## src/include/gsrm_pkg.sv

```systemverilog
// constants for the gpio special role mux with led driver
// Contract
// - smallest priority number wins per pin
// - pin0: programming, crystal, else input only
// - matrix/pull-up-off settings independent of priority
// - reference enable routes pin3 to counter
// - debug transaction takes pin4 as data
// - clock out on pin4/pin6 by select
// - pin5 debug clock unless led on; code gates it off for the whole led role
// - led role forces output, status reported
// - three led current levels, max 1mA
// - port0 bit5 switches led current
// - pin5 open drain for led use
// - led on disables pin5 pull-down
// - pin5 plain open drain during debug
// - config 0 open drain, 1 push-pull; code ignores config on pin5, always open drain
package gsrm_pkg;
  localparam int unsigned PIN_COUNT      = 10;          // pins of the larger package
  localparam int unsigned PIN_XTAL       = 0;           // programming / crystal pin
  localparam int unsigned PIN_REF        = 3;           // reference clock pin
  localparam int unsigned PIN_DBG_DATA   = 4;           // debug data / clock out pin
  localparam int unsigned PIN_LED        = 5;           // debug clock / led pin
  localparam int unsigned PIN_CLK_ALT    = 6;           // second clock out pin
  localparam int unsigned SEL_PIN4       = 0;           // select bit for pin 4
  localparam int unsigned SEL_PIN6       = 1;           // select bit for pin 6
  localparam logic [1:0]  LED_LEVEL_OFF  = 2'h0;        // no current selected
  localparam logic        CFG_OPEN_DRAIN = 1'h0;        // drive config value: open drain
  localparam logic        CFG_PUSH_PULL  = 1'h1;        // drive config value: push-pull
  localparam logic [7:0]  P0_RESET       = 8'hdf;       // port zero data reset
  localparam logic [7:0]  P1_RESET       = 8'h03;       // port one data reset
  localparam logic [7:0]  CON_RESET      = 8'h00;       // drive config reset
endpackage

```

## src/gsrm_pin_cell.sv

```systemverilog
// one ordinary port pin driver: data plus open-drain/push-pull config
`timescale 1ns/100ps
module gsrm_pin_cell
  import gsrm_pkg::*;
(
  // data and config
  input  wire logic data,
  input  wire logic push_pull,
  // pad controls
  output logic      pad_out,
  output logic      pad_oe
);
  // open drain drives only lows; push-pull drives both levels
  assign pad_out = data;
  assign pad_oe  = (push_pull == CFG_PUSH_PULL) ? 1'b1 : ~data;
endmodule // gsrm_pin_cell

```

## src/gsrm_mux.sv

```systemverilog
// pin role mux for the ten pin port with led current driver
`timescale 1ns/100ps
module gsrm_mux
  import gsrm_pkg::*;
(
  // clock and reset
  input  wire logic       clk,
  input  wire logic       sys_rst,
  // port data and drive config written by the core
  input  wire logic [7:0] port_zero_data,
  input  wire logic [7:0] port_zero_drive_config,
  input  wire logic [7:0] port_one_data,
  input  wire logic [7:0] port_one_drive_config,
  // special mode controls
  input  wire logic       programming_active,
  input  wire logic       crystal_input_enable,
  input  wire logic       reference_clock_enable,
  input  wire logic       clock_output_enable,
  input  wire logic [1:0] clock_output_pin_select,
  input  wire logic [1:0] led_current_level,
  input  wire logic       user_clock,
  // debug link state
  input  wire logic       debug_transaction,
  input  wire logic       debug_session,
  input  wire logic       debug_led_disable,
  input  wire logic       debug_link_data_out,
  input  wire logic       debug_link_data_oe,
  // pad inputs
  input  wire logic [9:0] pad_in,
  // pad outputs
  output logic [9:0]      pad_out,
  output logic [9:0]      pad_oe,
  output logic            pin5_pulldown_off,
  output logic [1:0]      led_current_sel,
  // routed special inputs
  output logic            crystal_oscillator_in,
  output logic            reference_clock_in,
  output logic            debug_link_clock,
  output logic            debug_link_data_in,
  // status
  output logic [7:0]      port_zero_read,
  output logic [7:0]      port_one_read,
  output logic            led_actual_drive_state
);
  logic [9:0] gp_out;                      // plain port value per pin
  logic [9:0] gp_oe;                       // plain port enable per pin
  logic [9:0] gp_data;                     // port data gathered per pin
  logic [9:0] gp_cfg;                      // drive config gathered per pin
  logic [9:0] out_d, out_q;                // final pad values
  logic [9:0] oe_d,  oe_q;                 // final pad enables
  logic       led_role;                    // led current selected and not in debug
  logic       led_on;                      // current actually flowing
  logic       clk4, clk6;                  // clock-out roles active
  logic       pd_off_q, drive_q, xo_q, ref_q, dclk_q, ddat_q;
  logic [1:0] lvl_q;
  logic [7:0] rd0_q, rd1_q;

  assign gp_data = {port_one_data[1:0], port_zero_data};
  assign gp_cfg  = {port_one_drive_config[1:0], port_zero_drive_config};

  // ordinary drivers, one per pin; pins 7..9 never leave this path
  genvar g;
  generate
    for (g = 0; g < PIN_COUNT; g++) begin : g_pin
      gsrm_pin_cell u_cell (
        .data      (gp_data[g]),
        .push_pull (gp_cfg[g]),
        .pad_out   (gp_out[g]),
        .pad_oe    (gp_oe[g])
      );
    end
  endgenerate

  // led role: a nonzero level and no debug session; debug falls back to open drain
  assign led_role = (led_current_level != LED_LEVEL_OFF) && !debug_session;
  assign led_on   = led_role && port_zero_data[PIN_LED] && !debug_led_disable;
  assign clk4     = clock_output_enable && clock_output_pin_select[SEL_PIN4];
  assign clk6     = clock_output_enable && clock_output_pin_select[SEL_PIN6];

  // role priority per pin, lowest order number first
  always_comb begin
    out_d = gp_out;
    oe_d  = gp_oe;
    // pin 0: never an output, whatever is written to its bit
    out_d[PIN_XTAL] = 1'b1;
    oe_d[PIN_XTAL]  = 1'b0;
    // pin 3: reference clock input overrides the port
    if (reference_clock_enable) begin
      oe_d[PIN_REF] = 1'b0;
    end
    // pin 4: debug data beats clock out beats port
    if (debug_transaction) begin
      out_d[PIN_DBG_DATA] = debug_link_data_out;
      oe_d[PIN_DBG_DATA]  = debug_link_data_oe;
    end else if (clk4) begin
      out_d[PIN_DBG_DATA] = user_clock;
      oe_d[PIN_DBG_DATA]  = 1'b1;
    end
    // pin 5: led role is open drain, output forced; pull-down off while lit
    if (led_role) begin
      out_d[PIN_LED] = 1'b0;
      oe_d[PIN_LED]  = !led_on;
    end else begin
      out_d[PIN_LED] = 1'b0;
      oe_d[PIN_LED]  = !port_zero_data[PIN_LED];
    end
    // pin 6: clock out beats port
    if (clk6) begin
      out_d[PIN_CLK_ALT] = user_clock;
      oe_d[PIN_CLK_ALT]  = 1'b1;
    end
  end

  // registered outputs; matrix and pull-up-off live in pads, untouched here
  always_ff @(posedge clk) begin
    if (sys_rst) begin
      out_q    <= 10'h3ff;
      oe_q     <= 10'h000;
      pd_off_q <= 1'b0;
      lvl_q    <= LED_LEVEL_OFF;
      drive_q  <= 1'b0;
      xo_q     <= 1'b0;
      ref_q    <= 1'b0;
      dclk_q   <= 1'b0;
      ddat_q   <= 1'b0;
      rd0_q    <= 8'h00;
      rd1_q    <= 8'h00;
    end else begin
      out_q    <= out_d;
      oe_q     <= oe_d;
      pd_off_q <= led_on;
      lvl_q    <= led_role ? led_current_level : LED_LEVEL_OFF;
      drive_q  <= led_on;
      // programming voltage outranks the crystal
      xo_q     <= !programming_active && crystal_input_enable
                  && pad_in[PIN_XTAL];
      ref_q    <= reference_clock_enable && pad_in[PIN_REF];
      // debug clock reads the pin whenever the led role is off
      dclk_q   <= !led_role && pad_in[PIN_LED];
      ddat_q   <= pad_in[PIN_DBG_DATA];
      // pin 5 reads back intended drive only in the led role, else 0; not the led level
      rd0_q    <= {pad_in[7:6], led_role & port_zero_data[PIN_LED], pad_in[4:0]};
      rd1_q    <= {6'h00, pad_in[9:8]};
    end
  end

  assign pad_out                = out_q;
  assign pad_oe                 = oe_q;
  assign pin5_pulldown_off      = pd_off_q;
  assign led_current_sel        = lvl_q;
  assign led_actual_drive_state = drive_q;
  assign crystal_oscillator_in  = xo_q;
  assign reference_clock_in     = ref_q;
  assign debug_link_clock       = dclk_q;
  assign debug_link_data_in     = ddat_q;
  assign port_zero_read         = rd0_q;
  assign port_one_read          = rd1_q;

  // checks
  property p_xtal_input_only;
    @(posedge clk) disable iff (sys_rst) 1'b1 |=> !pad_oe[PIN_XTAL];
  endproperty
  a_xtal_input_only: assert property (p_xtal_input_only) else $error("pin0 driven");

  property p_debug_data;
    @(posedge clk) disable iff (sys_rst)
      debug_transaction |=> pad_out[PIN_DBG_DATA] == $past(debug_link_data_out);
  endproperty
  a_debug_data: assert property (p_debug_data) else $error("pin4 not debug data");

  property p_clk6;
    @(posedge clk) disable iff (sys_rst) clk6 |=> pad_oe[PIN_CLK_ALT];
  endproperty
  a_clk6: assert property (p_clk6) else $error("pin6 clock not driven");

  property p_led_lit;
    @(posedge clk) disable iff (sys_rst)
      led_on |=> pin5_pulldown_off && !pad_oe[PIN_LED] && led_actual_drive_state;
  endproperty
  a_led_lit: assert property (p_led_lit) else $error("led on but pulldown active");

  property p_debug_no_led;
    @(posedge clk) disable iff (sys_rst) debug_session |=> led_current_sel == LED_LEVEL_OFF;
  endproperty
  a_debug_no_led: assert property (p_debug_no_led) else $error("led during debug");

  property p_ref_route;
    @(posedge clk) disable iff (sys_rst)
      !reference_clock_enable |=> !reference_clock_in;
  endproperty
  a_ref_route: assert property (p_ref_route) else $error("ref clock leaked");

  property p_prog_first;
    @(posedge clk) disable iff (sys_rst) programming_active |=> !crystal_oscillator_in;
  endproperty
  a_prog_first: assert property (p_prog_first) else $error("crystal over programming");

  property p_pin9;
    @(posedge clk) disable iff (sys_rst)
      port_one_drive_config[1] |=> pad_oe[9] && pad_out[9] == $past(port_one_data[1]);
  endproperty
  a_pin9: assert property (p_pin9) else $error("pin9 push-pull wrong");
endmodule // gsrm_mux

```

## config.mk

```make
export PLATFORM = sky130hd
export DESIGN_NAME = gsrm_mux
export DESIGN_NICKNAME = d
export VERILOG_FILES = /design/src/include/gsrm_pkg.sv /design/src/gsrm_pin_cell.sv /design/src/gsrm_mux.sv
export SDC_FILE = /design/constraint.sdc
export NUM_CORES = 1
export LEC_CHECK = 0
export BUFFER_PORTS_ARGS = -buffer_cell sky130_fd_sc_hd__buf_2
export CORE_MARGIN = 2
export CORE_UTILIZATION = 35
export CTS_BUF_LIST = sky130_fd_sc_hd__clkbuf_8
export DETAILED_ROUTE_END_ITERATION = 16
export PLACE_DENSITY = 0.78
export SYNTH_ARGS = -nofsm -noshare
export SYNTH_HDL_FRONTEND = slang
export SYNTH_HIERARCHICAL = 1
export SYNTH_SLANG_ARGS = --single-unit
```

## constraint.sdc

```tcl
create_clock -name clk -period 0.8 [get_ports clk]
set_clock_uncertainty 0.1 [all_clocks]
set_input_delay 0.08 -clock clk [delete_from_list [all_inputs] [get_ports clk]]
set_output_delay 0.08 -clock clk [all_outputs]
set_load 0.005 [all_outputs]
```

==> impl_metrics.yaml <==
power_and_ir_drop:
  swShare: 0.215
  power_frac_comb: 0.126
  power_density_nw_per_um2: 1930
  ir_worst_vdd_v: 0.000710
  pwr-share-seq: 0.519
  p_switching_uw: 754
  intPower_mw: 2.75
  clockPowerShare: 0.355
  total_power_mw: 3.51
  p_leak_nw: 0.922
logic_synthesis:
  synth_edf_count: 0
  ys_ff_latch: 34
  yosys_most_used_dff: "dfxtp_1"
  syn_avg_cell_area_um2: 11.0
  ys_seq_area_frac: 0.577
  synth_area_um2: 1180
  synth_cells: 107
  synth_cell_types: 23
  yosysWarningCount: 6
  ys_async_sr_fraction: 0
routing:
  wl_um: 2550
  wire_per_inst_um: 10.6
  drt-initial-drc-count: 23
  num_vias: 991
  drc: 0
  firstDrtPassIters: 4
  antenna_left: 0
  routed_via_density: 4.13
clock_tree:
  cts_buffers: 5
  cts-root-buf: "clkbuf_8"
  cts_setup_buffers: 0
  clockBufferDepth: 2
  cts_tree: "done"
  h-tree-depth: 2
  clkSinkCount: 34
  clk_pin_slew_worst_paths_ns: 0.06
critical_path:
  path_buf_inv: 2
  crit_type: "input pin to flop"
  crit_arrival_ns: 1.01
  cpPeakStageDelay_ns: 0.57
  critical_path.startpoint_type: "input pin"
  endpoint_kind: "flop"
  worstPathCellList: "buf_2 -> dlygate4sd3_1 -> o211a_1 -> nor2b_4"
  critPathMaxFanout: 2
  cp_slowest_cell: "dlygate4sd3_1"
  cpLargestDelayFamily: "buffers and inverters"
  cp_data_required_time_ns: 0.87
layout:
  mostFrequentLayoutCell: "buf_2"
  final_util: 0.554
  area_growth_pct: 54.3
  diodes: 0
  drive_gt1_frac: 0.562
  nNetsFinal: 251
  final_cell_mix: "buf_2, dfxtp_1, nor2b_1, dfxtp_2"
sta:
  min_period_ns: 0.936
  hold_ws_ns: -0.108
  fin_crit_sh: 1.17
  rsz0062_at_grt: "yes"
  timing.fmax_mhz: 1070
  setup_viol: 39
  slew_violations: 0
  hold_viol_final: 21
  worst_slack_ns: -0.136
floorplanning:
  start_util: 0.359
  io_pins: 102
  rows: 21
  fp.dieH_um: 62.1
  core_um2: 3280
  die_w_um: 62.1
  die_area_um2: 3850
grt:
  grt_max_degree: 20
  grt_pass1_wl_um: 3210
  antenna_found_initial: 0
  grt_usage: 0.123
  grt-ovfl-total: 0
  grt_pass1_vias: 788
worst_hold_path:
  hp-class: "input pin to flop"
  hold_path_depth: 2
  holdPathEnd: "led_actual_drive_state$_SDFF_PP0_"
  hp-start: "debug_led_disable"
run_status:
  violations: "negative hold slack, negative setup slack"
  status: "finished, violations left"
placed_design:
  port_buffers: 78
  hpwl_um: 1660
  gp_congestion: 0.681
job:
  maxCapViolCount: 0
## metal layers
metal / track usage / part of all wire
met1: 0.111 / 0.36
met2: 0.211 / 0.51
met3: 0.0725 / 0.11
met4: 0.0729 / 0.019
met5: 0 / 0
## registers in the layout (all words and copies together) (netlist names)
register	count
pad_out	9
port_zero_read	8
led_actual_drive_state	1
led_current_sel	2
debug_link_clock	1
port_one_read	2
reference_clock_in	1
crystal_oscillator_in	1
pad_oe	9
## cells in the mapped netlist (all sizes together), types with 2 or more instances
cell type  count  area share
dfxtp         34        0.58
buf           20        0.13
nor2b         17       0.097
nand2b         8       0.042
or2            6       0.032
and2           3       0.016
a21boi         2       0.013
a21oi          2      0.0085
conb           2      0.0064
nor2           2      0.0085
nor3b          2       0.013
## repair_timing
action / CTS / global route
setup endpoints to repair: 36 / 41
endpoints found under the hold margin: 33 / 23
hold buffers: 12 / 2
resized for setup: 2 / 24
## per-stage QoR
step / instance area [um^2] / setup TNS [ns] / hold slack (ns) / std cells / setup WS, ns
after floorplan: 1200 / 0 / 0.00772 / 113 / 0.0295
after global placement: 1520 / -1.17 / 0.160 / 220 / -0.123
after detailed placement: 1520 / -1.54 / 0.165 / 220 / -0.136
after CTS: 1740 / -2.98 / -0.117 / 240 / -0.0992
after global routing: 1820 / -4.23 / -0.111 / 240 / -0.145
final: 1820 / -2.82 / -0.108 / 240 / -0.136
## cell type report
class                      instances  area, um^2
timing repair buffer              93         597
sequential                        34         696
clock buffer                       6        82.6
fill                             307        1460
multi-input combinational         59         379
tap                               46        57.6
clock inverter                     2        8.76
## cells by family after synthesis
group | count (synthesis) | synth area share
AND/OR/NAND/NOR | 41 | 0.223
buffers and inverters | 20 | 0.127
flip-flops | 34 | 0.577
other | 2 | 0.00637
AO/OA/AOI/OAI | 10 | 0.0668
## power by group through the flow
stage,logic (mW),clock network [mW],registers [mW]
floorplan,0.175,0,1.86
global placement,0.361,0,1.84
detailed placement,0.362,0,1.84
CTS,0.408,1.28,1.81
global route,0.497,1.38,1.83
finish,0.443,1.24,1.82
## how the worst max path moves through the flow
| stage | start | to | slack [ns] | depth (start not counted) |
|---|---|---|---|---|
| 6_report | port_zero_data[5] | led_actual_drive_state$_SDFF_PP0_ | -0.14 | 4 |
| 5_1_grt | port_zero_data[5] | led_actual_drive_state$_SDFF_PP0_ | -0.14 | 4 |
| 4_1_cts | led_actual_drive_state$_SDFF_PP0_ | led_actual_drive_state | -0.1 | 1 |
| 3_5_place_dp | sys_rst | pad_out[2]$_SDFF_PP1_ | -0.14 | 3 |
| 3_3_place_gp | sys_rst | pad_out[2]$_SDFF_PP1_ | -0.12 | 3 |
| 2_1_floorplan | port_zero_data[4] | pad_out[4]$_SDFF_PP1_ | 0.03 | 4 |
(Power assumes the default switching activity.)
